--- config.mk ---
export PLATFORM = sky130hd
export DESIGN_NAME = pdb_top
export DESIGN_NICKNAME = d
export VERILOG_FILES = /design/src/rtl/pdb_pkg.sv /design/src/rtl/pdb_bank_if.sv /design/src/rtl/pdb_top.sv /design/src/rtl/pdb_reg_bank.sv
export SDC_FILE = /design/constraint.sdc
export NUM_CORES = 1
export LEC_CHECK = 0
export ABC_AREA = 1
export ABC_CLOCK_PERIOD_IN_PS = 1900
export BUFFER_PORTS_ARGS = -buffer_cell sky130_fd_sc_hd__buf_2
export CAP_MARGIN = 10
export CORE_MARGIN = 5
export CORE_UTILIZATION = 45
export DETAILED_ROUTE_END_ITERATION = 8
export PLACE_DENSITY = 0.77
export SLEW_MARGIN = 20
export SYNTH_ARGS = -nofsm -noshare
export SYNTH_HDL_FRONTEND = slang
export SYNTH_SLANG_ARGS = --single-unit
--- constraint.sdc ---
create_clock -name mclk_i -period 1.9 [get_ports mclk_i]
set_clock_uncertainty 0.05 [all_clocks]
set_input_delay 0 -clock mclk_i [delete_from_list [all_inputs] [get_ports mclk_i]]
set_output_delay 0 -clock mclk_i [all_outputs]
set_load 0.1 [all_outputs]
--- src/rtl/pdb_pkg.sv ---
// Package of constants and types for the peripheral disable register bank.
package pdb_pkg;

  typedef logic [7:0] pdb_byte_t;

  // Bus geometry: each register index occupies one aligned 32-bit word.
  localparam int unsigned PDB_ADDR_W = 14;
  localparam int unsigned PDB_IDX_W = 12;
  localparam int unsigned PDB_NUM_REGS = 8;
  localparam int unsigned PDB_SLOT_W = 3;

  // Register indices; the byte address is four times the index.
  localparam logic [PDB_IDX_W-1:0] PDB_IDX_BASE = 12'h796;
  localparam logic [PDB_IDX_W-1:0] PDB_IDX_CHANGE_NOTIFY = 12'h796;
  localparam logic [PDB_IDX_W-1:0] PDB_IDX_TIMER = 12'h797;
  localparam logic [PDB_IDX_W-1:0] PDB_IDX_OSCILLATOR = 12'h798;
  localparam logic [PDB_IDX_W-1:0] PDB_IDX_ANALOG = 12'h799;
  localparam logic [PDB_IDX_W-1:0] PDB_IDX_PWM_CAPTURE = 12'h79A;
  localparam logic [PDB_IDX_W-1:0] PDB_IDX_WAVEFORM_GEN = 12'h79B;
  localparam logic [PDB_IDX_W-1:0] PDB_IDX_SERIAL = 12'h79C;
  localparam logic [PDB_IDX_W-1:0] PDB_IDX_LOGIC_MEASURE = 12'h79D;

  // Slot numbers inside the bank, in index order.
  localparam int unsigned PDB_SLOT_CHANGE_NOTIFY = 0;
  localparam int unsigned PDB_SLOT_TIMER = 1;
  localparam int unsigned PDB_SLOT_OSCILLATOR = 2;
  localparam int unsigned PDB_SLOT_ANALOG = 3;
  localparam int unsigned PDB_SLOT_PWM_CAPTURE = 4;
  localparam int unsigned PDB_SLOT_WAVEFORM_GEN = 5;
  localparam int unsigned PDB_SLOT_SERIAL = 6;
  localparam int unsigned PDB_SLOT_LOGIC_MEASURE = 7;

  // Field positions.
  localparam int unsigned PDB_CHANGE_NOTIFY_BIT = 0;
  localparam int unsigned PDB_TIMER_LSB = 0;
  localparam int unsigned PDB_TIMER_N = 7;
  localparam int unsigned PDB_FREQ_OSC_BIT = 7;
  localparam int unsigned PDB_DAC_BIT = 6;
  localparam int unsigned PDB_ADC_BIT = 5;
  localparam int unsigned PDB_COMP_TWO_BIT = 2;
  localparam int unsigned PDB_COMP_ONE_BIT = 1;
  localparam int unsigned PDB_ZERO_CROSS_BIT = 0;
  localparam int unsigned PDB_PWM_SEVEN_BIT = 6;
  localparam int unsigned PDB_PWM_SIX_BIT = 5;
  localparam int unsigned PDB_CAPTURE_LSB = 0;
  localparam int unsigned PDB_CAPTURE_N = 4;
  localparam int unsigned PDB_WAVE_TWO_BIT = 6;
  localparam int unsigned PDB_WAVE_ONE_BIT = 5;
  localparam int unsigned PDB_SERIAL_XCVR_BIT = 4;
  localparam int unsigned PDB_SYNC_SERIAL_BIT = 0;
  localparam int unsigned PDB_SIGNAL_MEASURE_BIT = 5;
  localparam int unsigned PDB_LOGIC_CELL_LSB = 1;
  localparam int unsigned PDB_LOGIC_CELL_N = 4;
  localparam int unsigned PDB_MODULATOR_BIT = 0;

  // Implemented-bit masks and reset values per slot.
  localparam pdb_byte_t PDB_MASK [PDB_NUM_REGS] = '{
    8'h01, 8'h7F, 8'h80, 8'h67, 8'h6F, 8'h60, 8'h11, 8'h3F
  };
  localparam pdb_byte_t PDB_RESET [PDB_NUM_REGS] = '{
    8'h00, 8'h00, 8'h00, 8'h00, 8'h00, 8'h00, 8'h00, 8'h00
  };

  // Byte lane that carries the 8-bit register data.
  localparam int unsigned PDB_DATA_LANE = 0;

  typedef enum logic [0:0] {
    PDB_BUS_IDLE = 1'b0,
    PDB_BUS_ACK = 1'b1
  } pdb_bus_e;

endpackage : pdb_pkg

--- src/rtl/pdb_bank_if.sv ---
// Interface between the bus slave and the register storage.
`timescale 1ns/100ps
interface pdb_bank_if;
  import pdb_pkg::*;

  pdb_byte_t wdata;
  logic [PDB_NUM_REGS-1:0] wr_sel;
  pdb_byte_t value [PDB_NUM_REGS];

  modport bank (input wdata, input wr_sel, output value);
  modport ctrl (output wdata, output wr_sel, input value);
endinterface : pdb_bank_if

--- src/rtl/pdb_top.sv ---
// Peripheral disable bank with its Avalon-MM slave and per-peripheral off lines.
`timescale 1ns/100ps
module pdb_top (
  // Clock and reset
  input wire logic mclk_i,
  input wire logic rst_i,
  // Avalon-MM slave
  input wire logic [pdb_pkg::PDB_ADDR_W-1:0] avs_address_i,
  input wire logic avs_read_i,
  input wire logic avs_write_i,
  input wire logic [3:0] avs_byteenable_i,
  input wire logic [31:0] avs_writedata_i,
  output logic [31:0] avs_readdata_o,
  output logic avs_waitrequest_o,
  // Port change logic
  output logic change_notify_off_o,
  // Timers and signal measure
  output logic [pdb_pkg::PDB_TIMER_N-1:0] timer_n_off_o,
  output logic signal_measure_off_o,
  // Oscillator and analog
  output logic freq_osc_off_o,
  output logic dac_off_o,
  output logic adc_off_o,
  output logic comparator_two_off_o,
  output logic comparator_one_off_o,
  output logic zero_cross_off_o,
  // Pulse, capture and waveform
  output logic pwm_seven_off_o,
  output logic pwm_six_off_o,
  output logic [pdb_pkg::PDB_CAPTURE_N-1:0] capture_unit_off_o,
  output logic waveform_gen_two_off_o,
  output logic waveform_gen_one_off_o,
  // Serial
  output logic serial_transceiver_off_o,
  output logic sync_serial_off_o,
  // Logic cells and modulator
  output logic [pdb_pkg::PDB_LOGIC_CELL_N-1:0] logic_cell_n_off_o,
  output logic modulator_off_o
);
  import pdb_pkg::*;

  pdb_bank_if bank ();

  pdb_reg_bank u_bank (
    .mclk_i (mclk_i),
    .rst_i (rst_i),
    .bus (bank.bank)
  );

  // Address decode.
  logic [PDB_IDX_W-1:0] idx;
  logic [PDB_IDX_W-1:0] rel;
  logic [PDB_SLOT_W-1:0] slot;
  logic hit;
  logic req;

  assign idx = avs_address_i[PDB_ADDR_W-1:2];
  assign rel = idx - PDB_IDX_BASE;
  assign slot = rel[PDB_SLOT_W-1:0];
  // Unaligned or out-of-range addresses read zero and drop writes.
  assign hit = (avs_address_i[1:0] == 2'h0) && (rel < PDB_IDX_W'(PDB_NUM_REGS));
  assign req = avs_read_i | avs_write_i;

  // Slave state: every access stalls one cycle, then completes.
  pdb_bus_e state_q;
  pdb_bus_e state_d;
  logic wait_q;
  logic wait_d;
  logic [31:0] rdata_q;
  logic [31:0] rdata_d;
  logic [PDB_NUM_REGS-1:0] wr_sel;

  always_comb begin
    state_d = state_q;
    wait_d = wait_q;
    rdata_d = rdata_q;
    wr_sel = '0;
    case (state_q)
      PDB_BUS_IDLE: begin
        if (req) begin
          state_d = PDB_BUS_ACK;
          wait_d = 1'b0;
          rdata_d = 32'h0000_0000;
          if (avs_read_i && hit) begin
            rdata_d = {24'h00_0000, bank.value[slot]};
          end
        end
      end
      PDB_BUS_ACK: begin
        // The write lands on the edge where the master sees waitrequest low.
        state_d = PDB_BUS_IDLE;
        wait_d = 1'b1;
        if (avs_write_i && hit && avs_byteenable_i[PDB_DATA_LANE]) begin
          wr_sel[slot] = 1'b1;
        end
      end
      default: begin
        state_d = PDB_BUS_IDLE;
        wait_d = 1'b1;
      end
    endcase
  end

  always_ff @(posedge mclk_i) begin
    if (rst_i) begin
      state_q <= PDB_BUS_IDLE;
      wait_q <= 1'b1;
      rdata_q <= 32'h0000_0000;
    end else begin
      state_q <= state_d;
      wait_q <= wait_d;
      rdata_q <= rdata_d;
    end
  end

  assign bank.wr_sel = wr_sel;
  assign bank.wdata = avs_writedata_i[7:0];
  assign avs_readdata_o = rdata_q;
  assign avs_waitrequest_o = wait_q;

  // Off lines come straight from the storage flip-flops.
  assign change_notify_off_o =
    bank.value[PDB_SLOT_CHANGE_NOTIFY][PDB_CHANGE_NOTIFY_BIT];
  assign timer_n_off_o =
    bank.value[PDB_SLOT_TIMER][PDB_TIMER_LSB +: PDB_TIMER_N];
  assign freq_osc_off_o = bank.value[PDB_SLOT_OSCILLATOR][PDB_FREQ_OSC_BIT];
  assign dac_off_o = bank.value[PDB_SLOT_ANALOG][PDB_DAC_BIT];
  assign adc_off_o = bank.value[PDB_SLOT_ANALOG][PDB_ADC_BIT];
  assign comparator_two_off_o = bank.value[PDB_SLOT_ANALOG][PDB_COMP_TWO_BIT];
  assign comparator_one_off_o = bank.value[PDB_SLOT_ANALOG][PDB_COMP_ONE_BIT];
  assign zero_cross_off_o = bank.value[PDB_SLOT_ANALOG][PDB_ZERO_CROSS_BIT];
  assign pwm_seven_off_o = bank.value[PDB_SLOT_PWM_CAPTURE][PDB_PWM_SEVEN_BIT];
  assign pwm_six_off_o = bank.value[PDB_SLOT_PWM_CAPTURE][PDB_PWM_SIX_BIT];
  assign capture_unit_off_o =
    bank.value[PDB_SLOT_PWM_CAPTURE][PDB_CAPTURE_LSB +: PDB_CAPTURE_N];
  assign waveform_gen_two_off_o =
    bank.value[PDB_SLOT_WAVEFORM_GEN][PDB_WAVE_TWO_BIT];
  assign waveform_gen_one_off_o =
    bank.value[PDB_SLOT_WAVEFORM_GEN][PDB_WAVE_ONE_BIT];
  assign serial_transceiver_off_o =
    bank.value[PDB_SLOT_SERIAL][PDB_SERIAL_XCVR_BIT];
  assign sync_serial_off_o = bank.value[PDB_SLOT_SERIAL][PDB_SYNC_SERIAL_BIT];
  assign signal_measure_off_o =
    bank.value[PDB_SLOT_LOGIC_MEASURE][PDB_SIGNAL_MEASURE_BIT];
  assign logic_cell_n_off_o =
    bank.value[PDB_SLOT_LOGIC_MEASURE][PDB_LOGIC_CELL_LSB +: PDB_LOGIC_CELL_N];
  assign modulator_off_o =
    bank.value[PDB_SLOT_LOGIC_MEASURE][PDB_MODULATOR_BIT];

endmodule : pdb_top

--- src/rtl/pdb_reg_bank.sv ---
// Storage flip-flops of the disable registers, one masked byte per slot.
`timescale 1ns/100ps
module pdb_reg_bank (
  // Clock and reset
  input wire logic mclk_i,
  input wire logic rst_i,
  // Bank access
  pdb_bank_if.bank bus
);
  import pdb_pkg::*;

  for (genvar i = 0; i < PDB_NUM_REGS; i++) begin : g_reg
    pdb_byte_t value_q;
    pdb_byte_t value_d;

    // Masking at the write keeps unimplemented bits at zero forever.
    always_comb begin
      value_d = value_q;
      if (bus.wr_sel[i]) begin
        value_d = bus.wdata & PDB_MASK[i];
      end
    end

    always_ff @(posedge mclk_i) begin
      if (rst_i) begin
        value_q <= PDB_RESET[i];
      end else begin
        value_q <= value_d;
      end
    end

    assign bus.value[i] = value_q;
  end

endmodule : pdb_reg_bank

; After elaboration in Yosys (flattened, before gate mapping)
; Index checks and enable logic that the tools add are counted.
[word_totals]
elab_cells = 39
register_bits = 64
in_bits = 54
[classes]
order_cmp = 4
add_sub_neg = 1
n_eq_ne = 1
bitwise = 3
n_reduce_logical = 7
mux = 12
[op_table]
columns = operator, n
row1 = 8-bit 2-to-1 mux, 5
row2 = 8-bit binary-select mux with 3-bit select, 1
row3 = 12-bit by 4-bit < comparator with 1-bit output (second input constant), 1
row4 = 12-bit by 11-bit subtractor with 12-bit output (second input constant), 1
row5 = 1-bit logical AND, 5
row6 = 4-bit >= comparator (second input constant), 1
row7 = 3-bit by 4-bit < comparator with 1-bit output (second input constant), 1
row8 = 3-bit NOT with 4-bit output, 1
row9 = 1-bit one-hot mux with 2 select lines, 2
row10 = 1-bit demux with 3-bit select, 1
row11 = 3-bit by 1-bit >= comparator with 1-bit output (second input constant), 1
row12 = 1-bit 2-to-1 mux, 3
row13 = 2-bit zero test, 1
row14 = 2-bit inequality test (second input constant), 1
row15 = 2-bit AND reduction, 1
row16 = 1-bit NOT, 1
row17 = 1-bit bitwise OR, 1

; Longest topological paths before layout
; Gate-level depths: netlist (run 1).
[logic_depth]
depth_word = 7
mapped_depth = 12
depth_no_buf = 11

; Cells and area by module
; A second synthesis (run 1) with hierarchy kept.
[hier_totals]
hier_cells = 503
area_unflattened_um2 = 2975.4
[modules_own_cells]
columns = mod, instances, area_each_um2, seq_area_each_um2, cells_each
row1 = pdb_top, 1, 1577.8, 200.2, 302
row2 = pdb_reg_bank, 1, 1397.6, 600.6, 201

; Worst setup path before layout (run 1)
; Ideal clock, no wire load.
[synth_timing]
path_type = register to register
from = register u_bank.g_reg[4].value_q[6]
to = register rdata_q[6] (netlist: avs_readdata_o[6])
path_buffers = 0
setup_slack_ns = 0.217
arrival_ns = 1.563
setup_ns = 0.070
stages_incl_launch_ff = 7
t_required_ns = 1.780
cell_sequence = dfxtp_1 inv_1 o21ai_1 nand3_1 a21oi_1 nand3_1 a21oi_1
[synth_between]
elab_chain_cells = 4
[synth_lines]
columns = item, line
row1 = "start, declared", pdb_reg_bank.sv:13  ; pdb_byte_t value_q;
row2 = "start signal, assigned", pdb_reg_bank.sv:26  ; value_q <= PDB_RESET[i];
row3 = "start signal, assigned", pdb_reg_bank.sv:28  ; value_q <= value_d;
row4 = 8-bit binary-select mux with 3-bit select, pdb_top.sv:85  ; rdata_d = {24'h00_0000, bank.value[slot]};
row5 = 8-bit 2-to-1 mux (implied by the code) (2 in series), pdb_top.sv:85
row6 = 8-bit 2-to-1 mux, pdb_top.sv:84  ; if (avs_read_i && hit) begin
row7 = "end signal, assigned", pdb_top.sv:112  ; rdata_q <= rdata_d;
row8 = "end, declared", pdb_top.sv:69  ; logic [31:0] rdata_q;
; Every way passes these cells. The select of a mux whose other input is x is not followed.
; A chain may end at the register's enable or synchronous reset.

; Worst setup path in the final report (run 1)
[layout_timing]
from = input port avs_read_i
to = register rdata_q[3] (netlist: avs_readdata_o[3])
[layout_between]
elab_chain_cells = 2
[layout_lines]
columns = item, line
row1 = "start, declared", pdb_top.sv:9  ; input wire logic avs_read_i,
row2 = 1-bit bitwise OR or 1-bit logical AND (tied branches), "pdb_top.sv:62, pdb_top.sv:84"
row3 = 2-bit AND reduction (no line) or 8-bit 2-to-1 mux (tied branches), n/a
; Parallel ways exist; a longest one is shown, timed or not.

==> out/results.txt, run 1 <==
Fillers = 591
Unrepaired setup endpoints after global routing = no
Final worst slack = 0.138 ns
Worst Max-Slew Pin Slew = 0.561 ns
Fmax = 568 MHz
Netlist Area Pre-Place = 2610 um^2
VDD IR max = 319 uV
PwrDens = 596 nW/um^2
Synth warnings = 0
Max Slew Vio Count = 0
CP arrival = 1.89 ns
# diodes = 0
Placed cell area = 2930 um^2
Gate Count Post-Synth = 415
Drt pass-1 iters = 5
Pre-CTS setup slack = 0.320 ns
Final Hold Fails = 0
# setup viols final = 0
RePlAce Congestion = 0.932
Most common cell after layout, fill and taps aside = nand2_1
Pin count of the biggest net entering global routing = 37
Sequential-to-total area share from yosys stat = 30.7%
Worst skew pair latency = 0.29 ns
Total Nets Final = 541
CP Capture Type = register
Global-route wire length before repair = 11.5 mm
Share of cells above drive strength 1 = 19.3%
Hold-fix buffers, CTS = 5
Grt ovf = 0
Number of global-route vias before repair = 2503
Max-Cap Viols = 0
Die Area = 7420 um^2
Number of post-CTS setup repair buffers = 0
Post-DP HPWL = 5.17 mm
Avg Vias per Cell = 4.75
Top-area cell type share of the netlist area = 30.7%
Via count = 2639
Synth area leaders = dfxtp_1, nand2_1, inv_1
Htree depth = 2
DR iter-0 viols = 212
Yosys top cell by area = dfxtp_1
Die W = 86.1 um
Initial Util = 46.8%
Setup total negative slack = 0 ns
Total GRT Usage = 19.2%
Minimum clock period = 1.76 ns
CP startpoint kind = primary input
Pleak = 1.60 nW
Resized cells post-CTS = 0
Most frequent cells in the layout = nand2_1, inv_1, buf_2, nor2_1, dfxtp_1
WL final = 6.91 mm
Kind of critical path = primary input to register
Final period utilization = 92.7%
Root buffer cell = clkbuf_8
Remaining DRCs = 0
Rows = 27
Final Instance Area = 3060 um^2
Post-DRT Antenna Nets = 0
Outcome = finished clean
Power, Total = 0.00182 W
Synthesized area per cell = 6.28 um^2
# port buffers = 65
CTS tree = done
Num ports = 117
TritonCTS buffer count = 5
# clock sinks = 40
Initial antenna violation count = 0
Clock-pin slew on the worst setup and hold paths = 0.07 ns
Clock buffer depth = 2
Rel. slew slack = 62.4%
Critical path peak fanout = 9
Synth unique cells = 29
Die height = 86.1 um
Routed len/inst = 12.5 um
Area growth from synthesis to layout = 17.4%
Number of synthesized register bits = 40
Crit path required time = 2.03 ns
Total core area = 5570 um^2
Worst hold path type = primary input to register
metal layers:
layer | part of all wire, % | GRT usage (%)
met1 | 44 | 25.3
met2 | 45 | 29.4
met3 | 8.3 | 4.23
met4 | 2.9 | 9.64
met5 | 0 | 0
metrics by stage:
step | hold slack, ns | cells | utilization (%)
2_1_floorplan | 0.0191 | 438 | -
3_3_place_gp | 0.166 | 543 | 52.6
3_5_place_dp | 0.172 | 543 | 52.6
4_1_cts | 0.0381 | 555 | 54.9
5_1_grt | 0.0833 | 555 | 54.9
6_report | 0.0307 | 555 | 54.9
logic make-up after synthesis:
| kind of cell | share of synthesized area (%) |
|---|---|
| AND/OR/NAND/NOR | 39.2 |
| AO/OA/AOI/OAI | 5.33 |
| buffers and inverters | 22.7 |
| other | 0.144 |
| adder cells (fa/ha/maj) | 1.92 |
| flip-flops | 30.7 |
final timing paths:
kind                                                start                                       to  slack (ns)  cells after the start
setup / recovery                               avs_read_i           avs_readdata_o[3]$_SDFFE_PP0P_        0.14                      8
setup reg to reg  u_bank.g_reg[4].value_q[3]$_SDFFE_PP0P_           avs_readdata_o[3]$_SDFFE_PP0P_        0.21                      8
hold reg to reg            avs_waitrequest_o$_SDFFE_PP1P_           avs_waitrequest_o$_SDFFE_PP1P_        0.42                      2
hold / removal                         avs_writedata_i[4]  u_bank.g_reg[6].value_q[4]$_SDFFE_PP0P_        0.03                      5
synth_stat cells:
cell,count
nand3_4,3
buf_4,26
clkinv_1,1
nor3_2,3
nor3_1,5
conb_1,1
buf_6,1
buf_1,5
inv_1,83
buf_2,5
nand3_1,23
o22ai_1,1
o21ai_1,9
clkbuf_1,3
a21oi_1,5
nor2_4,1
inv_2,4
nor2_1,41
ha_1,4
dfxtp_1,40
nand3_2,1
o31ai_1,1
o21ai_0,5
nand4_1,32
o211ai_1,4
nand2_2,1
nand3b_1,1
nand2_1,105
nor3_4,1
power by group:
| part | internal (W) | switching [W] |
|---|---|---|
| logic | 0.0000734 | 0.000368 |
| registers | 0.000841 | 0.00000184 |
| clock network | 0.000250 | 0.000291 |
worst max-delay path, stage by stage:
cell and delay [ns]:
dlygate4sd3_1 0.52, buf_2 0.16, nor2_1 0.06, nor2_1 0.21, inv_1 0.21, nand2_1 0.10, a21oi_1 0.06, dlygate4sd3_1 0.57
registers in the layout, indices dropped and copies added (netlist names):
name and count:
avs_waitrequest_o 1, avs_readdata_o 8, u_bank.g.value_q 30, state_q 1
area by class of cell:
| type | instances | area [um^2] | area share (%) |
|---|---|---|---|
| Inverter | 88 | 330 | 10.8 |
| Multi-Input combinational cell | 270 | 1300 | 42.5 |
| Tap cell | 72 | 90.1 | 2.94 |
| Sequential cell | 40 | 801 | 26.2 |
| Clock buffer | 6 | 72.6 | 2.37 |
| Clock inverter | 1 | 5.00 | 0.164 |
| Timing Repair Buffer | 78 | 460 | 15.0 |
Power figures use the tool's default switching activity.
==> inputs of run 2 (changes only) <==
--- a/config.mk
+++ b/config.mk
@@ -12,8 +12,9 @@
 export CORE_MARGIN = 5
 export CORE_UTILIZATION = 45
 export DETAILED_ROUTE_END_ITERATION = 8
-export PLACE_DENSITY = 0.77
+export PLACE_DENSITY = 0.75
 export SLEW_MARGIN = 20
 export SYNTH_ARGS = -nofsm -noshare
 export SYNTH_HDL_FRONTEND = slang
+export SYNTH_HIERARCHICAL = 1
 export SYNTH_SLANG_ARGS = --single-unit
==> run 2 against run 1 <==
  * Critical path depth increased by 4
  * Sequential cell count unchanged
  * Total power increased by 13%
  * Count of clock-buffer cells in the layout decreased by 1
  * Synthesized cell count increased by 21%
  * Highest routed layer unchanged
==> out/results.txt, run 2 <==
Outcome = finished clean (unchanged)
WL final = 7.10 mm (was 6.91 mm)
Worst hold path type = primary input to register (unchanged)
Clock buffer depth = 2 (unchanged)
Final period utilization = 79.1% (was 92.7%)
Sequential-to-total area share from yosys stat = 26.9% (was 30.7%)
Top cells by count, synth = nand2_1, nor2_1, buf_4 (was nand2_1, inv_1, nor2_1)
Largest Register = u_bank/g.value_q (was u_bank.g.value_q)
Grt ovf = 0 (unchanged)
Gate Count Post-Synth = 503 (was 415)
Pre-CTS setup slack = 0.0701 ns (was 0.320 ns)
Post-route insts no fill = 645 (was 555)
Routed len/inst = 11.0 um (was 12.5 um)
Number of flops mapped to enable cells by yosys = 0 (unchanged)
Most frequent cell after synthesis = nand2_1 (unchanged)
Number of global-route vias before repair = 2658 (was 2503)
Num ports = 117 (unchanged)
Largest family of logic cells by synthesized area = simple AND/OR/NAND/NOR gates (unchanged)
Inst Count DP = 634 (was 543)
Max Slew Vio Count = 0 (unchanged)
Avg Vias per Cell = 4.40 (was 4.75)
Adder-cell area share of the yosys netlist = 1.68% (was 1.92%)
Area of the multi-input gates = 1620 um^2 (was 1300 um^2)
WP buf/inv = 2 (was 4)
Area growth from synthesis to layout = 8.87% (was 17.4%)
Synth area leaders = dfxtp_1, nand2_1, buf_4 (was dfxtp_1, nand2_1, inv_1)
Number of flip-flops in the largest register = 30 (unchanged)
Die W = 91.3 um (was 86.1 um)
Worst skew pair latency = 0.29 ns (about the same)
Rows = 29 (was 27)
Synth warnings = 6 (was 0)
Synth unique cells = 23 (was 29)
VDD IR max = 390 uV (was 319 uV)
Drt pass-1 iters = 4 (was 5)
Resized cells post-CTS = 0 (unchanged)
# diodes = 0 (unchanged)
Minimum clock period = 1.50 ns (was 1.76 ns)
Fillers = 681 (was 591)
Crit-path slowest cell = nor2_1 (was dlygate4sd3_1)
Register area = 801 um^2 (unchanged)
Most common cell after layout, fill and taps aside = nand2_1 (unchanged)
TritonCTS buffer count = 5 (unchanged)
PwrDens = 637 nW/um^2 (was 596 nW/um^2)
Crit path required time = 2.05 ns (was 2.03 ns)
# clock sinks = 40 (unchanged)
# port buffers = 65 (unchanged)
Netlist Area Pre-Place = 2980 um^2 (was 2610 um^2)
Die Area = 8340 um^2 (was 7420 um^2)
DR iter-0 viols = 141 (was 212)
Initial Util = 46.6% (was 46.8%)
Final Instance Area = 3240 um^2 (was 3060 um^2)
Post-Synth XOR/XNOR Area = 0% (unchanged)
CP startpoint kind = primary input (unchanged)
Root buffer cell = clkbuf_8 (unchanged)
Die height = 91.3 um (was 86.1 um)
Remaining DRCs = 0 (unchanged)
Post-DRT Antenna Nets = 0 (unchanged)
Total Nets Final = 625 (was 541)
Kind of critical path = primary input to register (unchanged)
Unrepaired setup endpoints after global routing = no (unchanged)
Yosys top cell by area = dfxtp_1 (unchanged)
Top-area cell type share of the netlist area = 26.9% (was 30.7%)
Final Hold Fails = 0 (unchanged)
Total core area = 6390 um^2 (was 5570 um^2)
Synth async-reset ratio = 0% (unchanged)
Initial antenna violation count = 0 (unchanged)
Power, Total = 0.00206 W (was 0.00182 W)
Total GRT Usage = 16.9% (was 19.2%)
Setup total negative slack = 0 ns (unchanged)
Global-route wire length before repair = 11.9 mm (was 11.5 mm)
Pin count of the biggest net entering global routing = 35 (was 37)
Cell repeated most along the worst path = nor2_1
Highest cell delay on the worst timing path = 0.32 ns (was 0.57 ns)
RePlAce Congestion = 0.804 (was 0.932)
Area fraction in compound gates after synthesis = 2.86% (was 5.33%)
Synth Flop Type = dfxtp_1 (unchanged)
Pleak = 1.73 nW (was 1.60 nW)
Via count = 2839 (was 2639)
Simple-Gate Fraction of Synth Area = 42.6% (was 39.2%)
Most frequent cells in the layout = nand2_1, nor2_1, buf_2, conb_1, inv_1 (was nand2_1, inv_1, buf_2, nor2_1, dfxtp_1)
Fmax = 666 MHz (was 568 MHz)
CP Capture Type = register (unchanged)
Critical path's top delay family = simple AND/OR/NAND/NOR gates (was buffers and inverters)
Share of cells above drive strength 1 = 16.5% (was 19.3%)
Post-DP HPWL = 5.39 mm (was 5.17 mm)
# setup viols final = 0 (unchanged)
Clock-pin slew on the worst setup and hold paths = 0.08 ns (was 0.07 ns)
Mux cell area share after synthesis = 0% (unchanged)
Placed cell area = 3100 um^2 (was 2930 um^2)
Htree depth = 2 (unchanged)
CTS tree = done (unchanged)
Critical Path, Cell by Cell = buf_2, ha_1, o21ai_1, inv_1, nor2_1, nand3_1, nor2_1, nand3_1, nor2_1, nand2_1, nand2_1, nor2_1 (was dlygate4sd3_1, buf_2, nor2_1, nor2_1, inv_1, nand2_1, a21oi_1, dlygate4sd3_1)
Number of synthesized register bits = 40 (unchanged)
Max-Cap Viols = 0 (unchanged)
CP arrival = 1.65 ns (was 1.89 ns)
Synthesized area per cell = 5.92 um^2 (was 6.28 um^2)
Final worst slack = 0.398 ns (was 0.138 ns)
Critical path peak fanout = 4 (was 9)
-- run 2: layout make-up --
cell class | count | share of cell area, %
multi-input cells | 395 | 50.1
flip-flops and latches | 40 | 24.7
repair buffers | 78 | 13.3
inverters | 47 | 5.52
well taps | 77 | 2.97
clock buffers | 5 | 2.12
clock inverters | 3 | 1.31
-- run 2: worst min-delay path, delay by kind of cell --
kind	cells	cell delay, ns
and+or+nand+nor	3	0.17
buffers and inverters	2	0.14
-- run 2: layer usage --
layer,global-route usage (%),share of wire [%],vias to the layer above
li1,-,-,1510
met1,20.3,45,1237
met2,29.0,47,78
met3,2.89,5.5,14
met4,8.31,3.1,0
met5,0,0,-
-- run 2: logic make-up after synthesis --
family	Yosys count
AND/OR/NAND/NOR	316
other	2
AO/OA/AOI/OAI	17
flip-flops	40
buffers and inverters	124
adder cells (fa/ha/maj)	4
-- run 2: path summary, 6_finish.rpt --
path	startpoint	to	slack, ns	cells after the start
hold / removal	avs_writedata_i[6]	u_bank/g_reg[4].value_q[6]$_SDFFE_PP0P_	0.007	5
hold reg to reg	avs_readdata_o[3]$_SDFFE_PP0P_	avs_readdata_o[3]$_SDFFE_PP0P_	0.41	2
setup reg to reg	state_q$_SDFF_PP0_	avs_waitrequest_o$_SDFFE_PP1P_	0.45	4
setup / recovery	avs_address_i[3]	u_bank/g_reg[5].value_q[5]$_SDFFE_PP0P_	0.40	12
-- run 2: timing repair --
item | CTS | global route
hold buffers | 3 | 0
endpoints found under the hold margin | 10 | 0
setup buffers | 0 | 0
setup endpoints to repair | 0 | 0
-- run 2: power breakdown --
group          switching (W)  total, W  leakage [nW]  internal [W]
Combinational       0.000416  0.000521          1.35      0.000106
Clock               0.000308  0.000696        0.0541      0.000389
Sequential        0.00000445  0.000846         0.323      0.000841
-- run 2: metrics by stage --
step	util, %	hold WS (ns)
2_1_floorplan	-	0.138
3_3_place_gp	48.5	0.243
3_5_place_dp	48.5	0.254
4_1_cts	50.7	0.00459
5_1_grt	50.7	0.0434
6_report	50.7	0.00678
